$ cat config.mk
export PLATFORM = sky130hd
export DESIGN_NAME = ufc_host_flat
export DESIGN_NICKNAME = d
export VERILOG_FILES = /design/src/ufc_pkg.sv /design/src/ufc_if.sv /design/src/ufc_host.sv /design/src/flat_wrapper.sv
export SDC_FILE = /design/constraint.sdc
export NUM_CORES = 1
export LEC_CHECK = 0
export BUFFER_PORTS_ARGS = -buffer_cell sky130_fd_sc_hd__clkbuf_2
export CAP_MARGIN = 20
export CELL_PAD_IN_SITES_DETAIL_PLACEMENT = 2
export CELL_PAD_IN_SITES_GLOBAL_PLACEMENT = 2
export CORE_ASPECT_RATIO = 0.9
export CORE_MARGIN = 10
export CORE_UTILIZATION = 30
export DETAILED_ROUTE_END_ITERATION = 7
export GPL_ROUTABILITY_DRIVEN = 0
export HOLD_SLACK_MARGIN = 0.06
export PLACE_DENSITY_LB_ADDON = 0.2
export SETUP_SLACK_MARGIN = 0.15
export SLEW_MARGIN = 20
export SYNTH_ARGS = -nofsm -noshare
export SYNTH_HDL_FRONTEND = slang
export SYNTH_SLANG_ARGS = --single-unit
$ cat constraint.sdc
create_clock -name clk -period 2.8 [get_ports clk]
set_input_delay 0.56 -clock clk [delete_from_list [all_inputs] [get_ports clk]]
set_output_delay 0.56 -clock clk [all_outputs]
set_load 0.005 [all_outputs]
$ cat src/ufc_pkg.sv
package ufc_pkg;
    // Device register map
    localparam logic [7:0] UFC_CFG_OFS = 8'hC4;
    localparam logic [7:0] UFC_IRQ_OFS = 8'hC8;
    localparam logic [7:0] UFC_UDATA_OFS = 8'hCC;
    localparam logic [7:0] UFC_MASK_OFS = 8'hD0;
    // Configuration register fields
    localparam int UFC_B_INIT_ST = 21;
    localparam int UFC_B_DONE = 20;
    localparam int UFC_B_PROG = 19;
    localparam int UFC_B_INIT = 18;
    localparam int UFC_B_CCLK_EN = 17;
    localparam int UFC_B_SDATA = 16;
    localparam int UFC_B_GIE = 15;
    localparam int UFC_B_UIE = 14;
    localparam int UFC_B_FIFO = 8;
    localparam int UFC_IDX_W = 7;
    localparam logic [31:0] UFC_CFG_WMASK = 32'h000FC17F;
    localparam logic [31:0] UFC_CFG_RESET = 32'h00000000;
    // Interrupt status fields
    localparam int UFC_B_HOST_IRQ = 15;
    localparam int UFC_B_UIRQ = 13;
    localparam int UFC_B_DIRQ = 12;
    // Device access timing, in clocks
    localparam logic [2:0] UFC_CCLK_CYC = 3'h4;
    localparam logic [2:0] UFC_URD_LAT = 3'h3;
    // Sequencer timing
    localparam int UFC_CLK_NS = 20;
    localparam int UFC_WAIT_US = 4;
    localparam int UFC_WAIT_CYC = (UFC_WAIT_US * 1000 + UFC_CLK_NS - 1) / UFC_CLK_NS;
    localparam logic [5:0] UFC_FLUSH_MAX = 6'h20;
    localparam logic [2:0] UFC_CMD_EN_BIT = 3'h3;
    localparam logic [6:0] UFC_CMD_REG = 7'h00;
    // Controller register map
    localparam logic [7:0] UFC_H_CTRL = 8'h00;
    localparam logic [7:0] UFC_H_STAT = 8'h04;
    localparam logic [7:0] UFC_H_DATA = 8'h08;
    localparam logic [7:0] UFC_H_ISTS = 8'h0C;
    localparam logic [7:0] UFC_H_IMSK = 8'h10;
    localparam logic [1:0] UFC_RESP_OK = 2'h0;
    localparam logic [1:0] UFC_RESP_ERR = 2'h2;
endpackage

$ cat src/ufc_if.sv
`timescale 1ns/1ps
interface ufc_if (
    input wire logic clk
);
    logic req_wr;
    logic req_rd;
    logic [7:0] addr;
    logic [31:0] wdata;
    logic [31:0] rdata;
    logic ack;
    logic host_irq;
    modport dev (input clk, input req_wr, input req_rd, input addr, input wdata,
                 output rdata, output ack, output host_irq);
    modport host (input clk, output req_wr, output req_rd, output addr, output wdata,
                  input rdata, input ack, input host_irq);
endinterface

$ cat src/ufc_host.sv
// The AXI4-Lite slave port is this design's own decision.
`timescale 1ns/1ps
module ufc_host (
    // Clock, reset, enable
    input wire logic clk,
    input wire logic srst,
    input wire logic ce,
    // Device register port
    ufc_if.host dev,
    // AXI4-Lite slave
    input wire logic [7:0] awaddr,
    input wire logic awvalid,
    output logic awready,
    input wire logic [31:0] wdata,
    input wire logic [3:0] wstrb,
    input wire logic wvalid,
    output logic wready,
    output logic [1:0] bresp,
    output logic bvalid,
    input wire logic bready,
    input wire logic [7:0] araddr,
    input wire logic arvalid,
    output logic arready,
    output logic [31:0] rdata,
    output logic [1:0] rresp,
    output logic rvalid,
    input wire logic rready,
    // Interrupt
    output logic irq
);
    import ufc_pkg::*;

    typedef enum {S_IDLE, S_MASK, S_PROG_LO, S_POLL_DONE, S_PROG_HI, S_POLL_INIT, S_WAIT, S_SHIFT,
                  S_FLUSH_WR, S_FLUSH_RD, S_IDX, S_CMD_SET, S_CMD_CLR, S_FIFO} ufc_state_t;
    ufc_state_t st_q, st_d;
    logic [7:0] aw_q;
    logic aw_ok_q, w_ok_q;
    logic [31:0] wd_q;
    logic [3:0] ctrl_q;
    logic [31:0] word_q;
    logic pend_q, busy_q;
    logic [4:0] bit_q;
    logic [5:0] fl_q;
    logic [7:0] wait_q;
    logic [1:0] ists_q, imsk_q, ev;
    logic req_q, op_wr, op_act, wr_go;
    logic [7:0] op_addr;
    logic [31:0] op_data, base;

    // AXI write: address and data taken in either order, answered together
    assign awready = ~aw_ok_q & ~bvalid;
    assign wready = ~w_ok_q & ~bvalid;
    assign arready = ~rvalid;
    assign wr_go = aw_ok_q & w_ok_q & ~bvalid & ce;
    always_ff @(posedge clk)
    begin
        if (srst)
        begin
            aw_ok_q <= 1'b0;
            w_ok_q <= 1'b0;
            aw_q <= 8'h00;
            wd_q <= 32'h00000000;
            bvalid <= 1'b0;
            bresp <= UFC_RESP_OK;
        end
        else if (ce)
        begin
            if (awvalid && awready)
            begin
                aw_ok_q <= 1'b1;
                aw_q <= awaddr;
            end
            if (wvalid && wready)
            begin
                w_ok_q <= 1'b1;
                // Partial writes store zero data; registers need all four lanes
                wd_q <= (wstrb == 4'hF) ? wdata : 32'h00000000;
            end
            if (wr_go)
            begin
                aw_ok_q <= 1'b0;
                w_ok_q <= 1'b0;
                bvalid <= 1'b1;
                bresp <= (aw_q <= UFC_H_IMSK && aw_q[1:0] == 2'h0) ? UFC_RESP_OK : UFC_RESP_ERR;
            end
            else if (bvalid && bready)
                bvalid <= 1'b0;
        end
    end

    // AXI read
    always_ff @(posedge clk)
    begin
        if (srst)
        begin
            rvalid <= 1'b0;
            rdata <= 32'h00000000;
            rresp <= UFC_RESP_OK;
        end
        else if (ce)
        begin
            if (arvalid && arready)
            begin
                rvalid <= 1'b1;
                rresp <= UFC_RESP_OK;
                case (araddr)
                    UFC_H_CTRL: rdata <= {28'h0000000, ctrl_q};
                    UFC_H_STAT: rdata <= {29'h00000000, dev.host_irq, pend_q, busy_q};
                    UFC_H_ISTS: rdata <= {30'h00000000, ists_q};
                    UFC_H_IMSK: rdata <= {30'h00000000, imsk_q};
                    UFC_H_DATA: rdata <= word_q;
                    default:
                    begin
                        rdata <= 32'h00000000;
                        rresp <= UFC_RESP_ERR;
                    end
                endcase
            end
            else if (rvalid && rready)
                rvalid <= 1'b0;
        end
    end

    // Control bits: [1] last word, [2] user irq enable, [3] global irq enable
    always_ff @(posedge clk)
    begin
        if (srst)
            ctrl_q <= 4'h0;
        else if (wr_go && aw_q == UFC_H_CTRL)
            ctrl_q <= {wd_q[3:1], 1'b0};
    end
    assign base = {16'h0000, ctrl_q[3], ctrl_q[2], 14'h0000};

    // Register access the current step needs
    always_comb
    begin
        op_act = 1'b1;
        op_wr = 1'b1;
        op_addr = UFC_CFG_OFS;
        op_data = base;
        case (st_q)
            S_MASK:
            begin
                op_addr = UFC_MASK_OFS; // Unmask both device events
                op_data = 32'h00000003 << UFC_B_DIRQ;
            end
            S_PROG_LO: op_data = base; // see [RQ1]
            S_POLL_DONE: op_wr = 1'b0;
            S_PROG_HI: op_data = base | 32'h000C0000; // see [RQ3]
            S_POLL_INIT: op_wr = 1'b0;
            S_SHIFT:
            begin
                op_act = pend_q;
                op_data = base | 32'h000E0000 | {15'h0000, word_q[31], 16'h0000}; // see [RQ5]
            end
            S_FLUSH_WR: op_data = base | 32'h000F0000; // see [RQ6]
            S_FLUSH_RD: op_wr = 1'b0;
            S_IDX: op_data = base | 32'h000C0000 | {25'h0000000, UFC_CMD_REG};
            S_CMD_SET:
            begin
                op_addr = UFC_UDATA_OFS;
                op_data = 32'h00000001 << UFC_CMD_EN_BIT; // see [RQ11]
            end
            S_CMD_CLR:
            begin
                op_addr = UFC_UDATA_OFS;
                op_data = 32'h00000000;
            end
            S_FIFO: op_data = base | 32'h000C0100 | {25'h0000000, UFC_CMD_REG}; // see [RQ11]
            default: op_act = 1'b0;
        endcase
    end

    // Next step once the device has answered
    always_comb
    begin
        st_d = st_q;
        case (st_q)
            S_MASK: st_d = S_PROG_LO;
            S_PROG_LO: st_d = S_POLL_DONE;
            S_POLL_DONE: st_d = dev.rdata[UFC_B_DONE] ? S_POLL_DONE : S_PROG_HI; // see [RQ2]
            S_PROG_HI: st_d = S_POLL_INIT;
            S_POLL_INIT: st_d = dev.rdata[UFC_B_INIT_ST] ? S_WAIT : S_POLL_INIT; // see [RQ3]
            S_SHIFT: st_d = (bit_q == 5'h1F && ctrl_q[1]) ? S_FLUSH_WR : S_SHIFT;
            S_FLUSH_WR: st_d = S_FLUSH_RD;
            S_FLUSH_RD: st_d = dev.rdata[UFC_B_DONE] ? S_IDX : (fl_q == UFC_FLUSH_MAX ? S_IDLE : S_FLUSH_WR);
            S_IDX: st_d = S_CMD_SET;
            S_CMD_SET: st_d = S_CMD_CLR;
            S_CMD_CLR: st_d = S_FIFO;
            default: st_d = S_IDLE;
        endcase
    end

    // Sequencer: one outstanding device access at a time
    always_ff @(posedge clk)
    begin
        if (srst)
        begin
            st_q <= S_IDLE;
            req_q <= 1'b0;
            wait_q <= 8'h00;
            fl_q <= 6'h00;
        end
        else if (ce)
        begin
            req_q <= 1'b0;
            if (st_q == S_IDLE)
            begin
                fl_q <= 6'h00;
                if (wr_go && aw_q == UFC_H_CTRL && wd_q[0])
                    st_q <= S_MASK;
            end
            else if (st_q == S_WAIT)
            begin
                // Settling time after init is seen high
                wait_q <= wait_q + 8'h01;
                if (wait_q == 8'(UFC_WAIT_CYC - 1)) // see [RQ4]
                begin
                    wait_q <= 8'h00;
                    st_q <= S_SHIFT;
                end
            end
            else if (op_act && !busy_q && !req_q) // Busy rises an edge late; keep the request one pulse
                req_q <= 1'b1;
            else if (dev.ack)
            begin
                st_q <= st_d;
                if (st_q == S_FLUSH_WR)
                    fl_q <= fl_q + 6'h01; // see [RQ7]
            end
        end
    end

    // Outstanding flag set by the request, dropped by the answer
    always_ff @(posedge clk)
    begin
        if (srst)
            busy_q <= 1'b0;
        else if (ce)
        begin
            if (req_q)
                busy_q <= 1'b1;
            else if (dev.ack)
                busy_q <= 1'b0;
        end
    end
    assign dev.req_wr = req_q & op_wr;
    assign dev.req_rd = req_q & ~op_wr;
    assign dev.addr = op_addr;
    assign dev.wdata = op_data;

    // Bitstream word: loaded by software, shifted out MSB first
    always_ff @(posedge clk)
    begin
        if (srst)
        begin
            word_q <= 32'h00000000;
            pend_q <= 1'b0;
            bit_q <= 5'h00;
        end
        else if (ce)
        begin
            if (st_q == S_SHIFT && dev.ack)
            begin
                word_q <= {word_q[30:0], 1'b0};
                bit_q <= bit_q + 5'h01;
                if (bit_q == 5'h1F)
                    pend_q <= 1'b0;
            end
            else if (wr_go && aw_q == UFC_H_DATA && !pend_q)
            begin
                word_q <= wd_q;
                pend_q <= 1'b1;
            end
        end
    end

    // Events: bit 0 configured, bit 1 failed; write one to clear, set wins
    assign ev = {st_q == S_FLUSH_RD && dev.ack && st_d == S_IDLE, st_q == S_FIFO && dev.ack};
    always_ff @(posedge clk)
    begin
        if (srst)
        begin
            ists_q <= 2'h0;
            imsk_q <= 2'h0;
        end
        else if (ce)
        begin
            if (wr_go && aw_q == UFC_H_ISTS)
                ists_q <= (ists_q & ~wd_q[1:0]) | ev;
            else
                ists_q <= ists_q | ev;
            if (wr_go && aw_q == UFC_H_IMSK)
                imsk_q <= wd_q[1:0];
        end
    end
    assign irq = |(ists_q & imsk_q);
endmodule

$ cat src/flat_wrapper.sv
// flat-port wrapper written by rule: the top's interface ports become plain ports
module ufc_host_flat import ufc_pkg::*;
  (clk, srst, ce, awaddr, awvalid, awready, wdata, wstrb, wvalid, wready, bresp, bvalid, bready, araddr, arvalid, arready, rdata, rresp, rvalid, rready, irq, dev_req_wr, dev_req_rd, dev_addr, dev_wdata, dev_rdata, dev_ack, dev_host_irq);
  ufc_if dev_i (.clk(clk));
  input wire logic clk;
  input wire logic srst;
  input wire logic ce;
  input wire logic [7:0] awaddr;
  input wire logic awvalid;
  output logic awready;
  input wire logic [31:0] wdata;
  input wire logic [3:0] wstrb;
  input wire logic wvalid;
  output logic wready;
  output logic [1:0] bresp;
  output logic bvalid;
  input wire logic bready;
  input wire logic [7:0] araddr;
  input wire logic arvalid;
  output logic arready;
  output logic [31:0] rdata;
  output logic [1:0] rresp;
  output logic rvalid;
  input wire logic rready;
  output logic irq;
  output wire logic [$bits(dev_i.req_wr)-1:0] dev_req_wr;
  output wire logic [$bits(dev_i.req_rd)-1:0] dev_req_rd;
  output wire logic [$bits(dev_i.addr)-1:0] dev_addr;
  output wire logic [$bits(dev_i.wdata)-1:0] dev_wdata;
  input wire logic [$bits(dev_i.rdata)-1:0] dev_rdata;
  input wire logic [$bits(dev_i.ack)-1:0] dev_ack;
  input wire logic [$bits(dev_i.host_irq)-1:0] dev_host_irq;
  assign dev_req_wr = dev_i.req_wr;
  assign dev_req_rd = dev_i.req_rd;
  assign dev_addr = dev_i.addr;
  assign dev_wdata = dev_i.wdata;
  assign dev_i.rdata = dev_rdata;
  assign dev_i.ack = dev_ack;
  assign dev_i.host_irq = dev_host_irq;
  ufc_host u_core (.clk(clk), .srst(srst), .ce(ce), .dev(dev_i), .awaddr(awaddr), .awvalid(awvalid), .awready(awready), .wdata(wdata), .wstrb(wstrb), .wvalid(wvalid), .wready(wready), .bresp(bresp), .bvalid(bvalid), .bready(bready), .araddr(araddr), .arvalid(arvalid), .arready(arready), .rdata(rdata), .rresp(rresp), .rvalid(rvalid), .rready(rready), .irq(irq));
endmodule
Yosys cells after proc, flatten, opt, wreduce, memory -nomap -nowiden
Cells that the tools add are included.
{ "word_totals": {"inputBits": 94, "output_inout_bits": 84, "wordCells": 179, "ff_bits": 173} }
{ "op_classes": {"bitwise_logic": 18, "magnitude_cmp": 1, "n_mux": 45, "addsub": 3, "eq_ne": 34, "reduce_logical": 58} }
{ "ops": {"columns": ["operator", "count"], "rows": [
  ["$pmux 32 s11", 1],
  ["$mux 32", 10],
  ["$eq 32x4->1 const B", 8],
  ["$pmux 32 s7", 1],
  ["$pmux 32 s5", 1],
  ["$eq 32x3->1 const B", 3],
  ["$eq 32x5->1 const B", 3],
  ["$eq 32x2->1 const B", 2],
  ["$logic_not 32->1", 2],
  ["$eq 32x1->1 const B", 1],
  ["$eq 8x4->1 const B", 4],
  ["$mux 6", 5],
  ["$reduce_and 2->1", 12],
  ["$or 20x17->20", 1],
  ["$logic_and 1x1->1", 19],
  ["$mux 1", 17],
  ["$eq 8x5->1 const B", 2],
  ["$logic_not 8->1", 2],
  ["$reduce_bool 2->1", 8],
  ["$reduce_or 11->1", 1],
  ["$pmux 5 s2", 1],
  ["$reduce_and 5->1", 2],
  ["$add 8x1->8 const B", 1],
  ["$eq 8x3->1 const B", 1],
  ["28 further kinds", 51]
]} }

Longest topological paths before layout
{ "logic_depth": {"ltp_word": 8, "depth_mapped": 8, "mapped_depth_nobuf": 8} }

Least setup slack after synthesis
No wires, ideal clock.
{ "synth_path": {"path_type": "input to register", "from": "input port araddr[0]", "to": "register u_core.rdata[11]", "cell_stages": 7, "path_buffers": 2, "required_ns": 2.735, "arrival_ns": 1.993, "setup_time_ns": 0.065, "path_slack_ns": 0.742, "path_cell_list": "or4_1 > nor4_1 > and3_1 > buf_2 > buf_2 > a22oi_1 > nor2_1"} }
{ "synth_via": {"elab_chain_len": 2, "word_cells_on_any_way": 6, "classes_between": "4 x eq/ne; 1 x mux; 1 x reduce/logical"} }
{ "synth_lines": {"columns": ["element", "line", "source"], "rows": [
  ["from (decl)", "flat_wrapper.sv:18", "input wire logic [7:0] araddr;"],
  ["$eq 8x4->1 (tied with other cells)", "ufc_host.sv:106", "case (araddr)"],
  ["$pmux 32 s5 *", "ufc_host.sv:106", null],
  ["to (signal assigned)", "ufc_host.sv:107", "UFC_H_CTRL: rdata <= {28'h0000000, ctrl_q};"],
  ["to (signal assigned)", "ufc_host.sv:108", "UFC_H_STAT: rdata <= {29'h00000000, dev.host_irq, pend_q, busy_q};"],
  ["to (signal assigned)", "ufc_host.sv:109", "UFC_H_ISTS: rdata <= {30'h00000000, ists_q};"],
  ["to (decl)", "ufc_host.sv:24", "output logic [31:0] rdata,"]
]} }
Every way passes the cells marked *; elsewhere a longest branch is shown, timed or not.
A chain may end at the register's enable or synchronous reset.

Worst setup path in the final report
{ "layout_path": {"from": "register u_core.st_q[0]", "to": "output port dev_wdata[16]"} }
{ "layout_via": {"elab_chain_len": 3, "word_cells_on_any_way": 10, "classes_between": "8 x eq/ne; 1 x mux; 1 x reduce/logical"} }
{ "layout_lines": {"columns": ["element", "line", "source"], "rows": [
  ["from (decl)", "ufc_host.sv:35", "ufc_state_t st_q, st_d;"],
  ["from (signal assigned)", "ufc_host.sv:227", "st_q <= st_d;"],
  ["$eq 32x3->1 or $eq 32x4->1 (tied branches)", "ufc_host.sv:141", "case (st_q)"],
  ["$reduce_or 2->1 (no line)", null, null],
  ["$pmux 32 s7 *", "ufc_host.sv:141", null],
  ["to (decl)", "flat_wrapper.sv:29", "output wire logic [$bits(dev_i.wdata)-1:0] dev_wdata;"]
]} }
Marked as above.

==> impl_metrics.env <==
export IMPL_clock_root_buffer="clkbuf_16"
export IMPL_cp_max_fo=8
export IMPL_met3_length_um=1050
export IMPL_synth_distinct_cells=62
export IMPL_cts_max_level=4
export IMPL_portBuffers=118
export IMPL_wl_met1_um=10600
export IMPL_seqCellArea_um2=2860
export IMPL_fill_cells=2443
export IMPL_nNetsFinal=965
export IMPL_synth_edf_count=0
export IMPL_endpoint_kind="primary output"
export IMPL_synth_most_common_cell="dfxtp_1"
export IMPL_reg2reg_slack_ns=0.61
export IMPL_pin_count=178
export IMPL_period_minus_slack_ns=2.44
export IMPL_gr_total_overflow=0
export IMPL_fin_worst_skew_ns=0.00888
export IMPL_die_w_um=175
export IMPL_ys_ff_latch=143
export IMPL_crit_path_end="dev_wdata[16]"
export IMPL_tritoncts="done"
export IMPL_place_ws_ns=0.321
export IMPL_antenna_found_initial=2
export IMPL_critPathTopFamily="simple AND/OR/NAND/NOR gates"
export IMPL_power_internal_mw=3.61
export IMPL_finalHoldViolCount=0
export IMPL_worstSetupPathType="register to primary output"
export IMPL_worstSetupStartpoint="u_core.st_q[0]"
export IMPL_drt_iter0_drc=297
export IMPL_crit_chain="nor2b_1 > and3_1 > nand2_1 > o21ai_0 > clkbuf_2"
export IMPL_fmax_mhz=410
export IMPL_vias=5912
export IMPL_slew_violations=0
export IMPL_power_share_sequential_pct=44.0
export IMPL_grt_pass1_vias=6576
export IMPL_rsz0062_at_grt="no"
export IMPL_power_frac_clock_pct=51.4
export IMPL_ys_flop_type="dfxtp_1"
export IMPL_seq_area_frac_synth_pct=44.3
export IMPL_startpoint_type="register"
export IMPL_maxUsedRoutingLayer="met5"
export IMPL_arrival_ns=1.88
export IMPL_wl_per_cell_um=19.3
export IMPL_postLayoutCoreUtil_pct=37.4
export IMPL_drive_gt1_share_pct=21.8
export IMPL_tns_ns=0
export IMPL_coreArea_um2=21000
export IMPL_start_util_pct=30.8
export IMPL_dr_wl_met2_um=10500
export IMPL_min_path_type="primary input to register"
export IMPL_yosysTopAreaCell="dfxtp_1"
export IMPL_max_slew_worst_pin_slew_ns=0.607
export IMPL_track_usage_pct=16.0
export IMPL_cpPeakStageDelay_ns=0.47
export IMPL_die_area_um2=27800
export IMPL_slew_headroom_pct=59.1
export IMPL_area_delta_synth_final_pct=21.6
export IMPL_period_share_pct=87.1
export IMPL_ys_top_cells_by_count="dfxtp_1 (143), nor2_1 (137), nand2_1 (86)"
export IMPL_p_per_area_nw_per_um2=595
export IMPL_ys_async_sr_fraction_pct=0
export IMPL_synth_avg_cell_area_um2=8.41
export IMPL_worst_r2r_cell_count=6
export IMPL_drc=0
export IMPL_die_h_um=159
export IMPL_timing_rr_end="u_core.word_q[18]"
export IMPL_vdd_ir_drop_max_uv=299
export IMPL_switching_share_pct=22.8
export IMPL_wl_um=22400
export IMPL_critPathSlowestCell="dfxtp_1"
export IMPL_max_cap_violations=0
export IMPL_dp_final_hpwl_um=16500
export IMPL_p_switching_mw=1.07
export IMPL_viasPerCell=5.07
export IMPL_grt_max_degree=63
export IMPL_grt_pass1_wl_um=36500
export IMPL_holdWs_ns=0.371
export IMPL_ant_nets=0
export IMPL_crit_required_ns=2.24
export IMPL_syn_inst=769
export IMPL_finalWorstSetupSlack_ns=0.361
export IMPL_clock_path_buffers=2
export IMPL_clk_pin_slew_ns=0.06
export IMPL_combPwrFrac_pct=4.6
export IMPL_netlist_area_leader_share_pct=44.3
export IMPL_status="finished clean"
export IMPL_crit_buf_inv=1
export IMPL_yosys_warnings=0
export IMPL_insertion_delay_ns=0.42
export IMPL_drtPass1Iterations=4
export IMPL_r2r_start="u_core.aw_q[7]"
export IMPL_cp_depth=5
export IMPL_synth_area_leaders="dfxtp_1 (44%), nor2_1 (8.0%), a22oi_1 (7.5%), nand2_1 (5.0%), a311oi_1 (4.3%)"
export IMPL_leakage_nw=2.99
export IMPL_clock_sinks=143
export IMPL_setup_viol=0
export IMPL_synth_area_um2=6470
export IMPL_cts_inserted_buffers=17
export IMPL_multi_input_area_um2=3190
export IMPL_rows=50
export IMPL_n_antenna_cell=0
## cell usage in the layout (no fill, tap or decap), types with 3 or more instances in the layout
cell type	instances
a21oi_1	32
a22oi_1	65
a311oi_1	32
and2_1	3
and3_1	9
buf_12	3
buf_4	21
bufinv_16	4
clkbuf_16	17
clkbuf_2	117
clkinv_2	4
conb_1	29
dfxtp_1	143
ha_1	5
inv_1	7
mux2_2	3
mux2_4	3
mux2i_1	9
nand2_1	86
nand2b_1	7
nand3_1	44
nand3b_1	7
nand4_1	5
nor2_1	136
nor2b_1	8
nor3_1	4
nor4_1	4
o21ai_0	8
xnor2_1	6
xor2_1	8
## power by group through the flow
| stage | clock network, mW | registers, mW | logic, mW |
|---|---|---|---|
| 4_1_cts | 2.46 | 2.06 | 0.216 |
| 2_1_floorplan | 0 | 2.10 | 0.140 |
| 6_report | 2.41 | 2.06 | 0.214 |
| 3_3_place_gp | 0 | 2.10 | 0.206 |
| 5_1_grt | 2.55 | 2.06 | 0.242 |
| 3_5_place_dp | 0 | 2.10 | 0.214 |
## logic make-up after synthesis
logic type	after synthesis	synth area share (%)
flops	143	44.3
simple gates	334	23.9
buf+inv	97	8.03
compound gates	157	17.7
xor+xnor	14	1.90
fa+ha+maj	5	0.967
other cells	2	0.116
mux	17	3.13
## worst reg2reg max path: stages, from the launching register on
cell and delay (ns):
dfxtp_1 0.30, or3_1 0.44, nor4_2 0.49, a21o_2 0.23, buf_12 0.24, nor2_1 0.12, a311oi_1 0.27
## metrics by stage
step | total power, mW | cells | cell area, um^2
floorplan | 2.24 | 796 | 6570
global placement | 2.31 | 1133 | 7240
detailed placement | 2.32 | 1133 | 7240
CTS | 4.74 | 1165 | 7860
global route | 4.85 | 1165 | 7860
finish | 4.68 | 1165 | 7860
## routing by layer
metal | vias up | track usage [%]
li1 | 2855 | -
met1 | 2906 | 20.1
met2 | 124 | 26.7
met3 | 23 | 4.07
met4 | 4 | 4.31
met5 | - | 0
## worst min path at each step
stage / slack (ns) / end / start / depth (start not counted)
final: 0.37 / u_core.aw_q[5] / awaddr[5] / 3
after global routing: 0.36 / u_core.aw_q[5] / awaddr[5] / 3
after CTS: 0.35 / u_core.aw_q[5] / awaddr[5] / 3
after detailed placement: 0.45 / u_core.aw_q[7] / u_core.aw_q[7] / 2
after global placement: 0.44 / u_core.aw_q[5] / u_core.aw_q[5] / 2
after floorplan: 0.43 / u_core.aw_q[6] / u_core.aw_q[6] / 2
## layout make-up
class                   instances  share of cell area (%)
multi-input cells             556                    40.6
flip-flops and latches        143                    36.4
repair buffers                141                    10.2
clock buffers                  18                    5.46
well taps                     286                    4.55
clock inverters                14                    2.42
inverters                       7                   0.334
## flip-flops by register name (all words and copies together), names as in the netlist, 2 cells and up
signal,count
u_core.ists_q,2
u_core.rdata,32
u_core.imsk_q,2
u_core.fl_q,6
u_core.bit_q,5
u_core.word_q,32
u_core.wd_q,32
u_core.aw_q,8
u_core.wait_q,8
u_core.ctrl_q,3
u_core.st_q,4
## what timing repair did
| item | in CTS | in global routing |
|---|---|---|
| endpoints found under the setup margin | 1 | 3 |
| hold buffers | 0 | 0 |
| gates resized for setup | 1 | 2 |
| setup buffers | 0 | 0 |
Note: power is estimated with default switching activity, not from simulation.
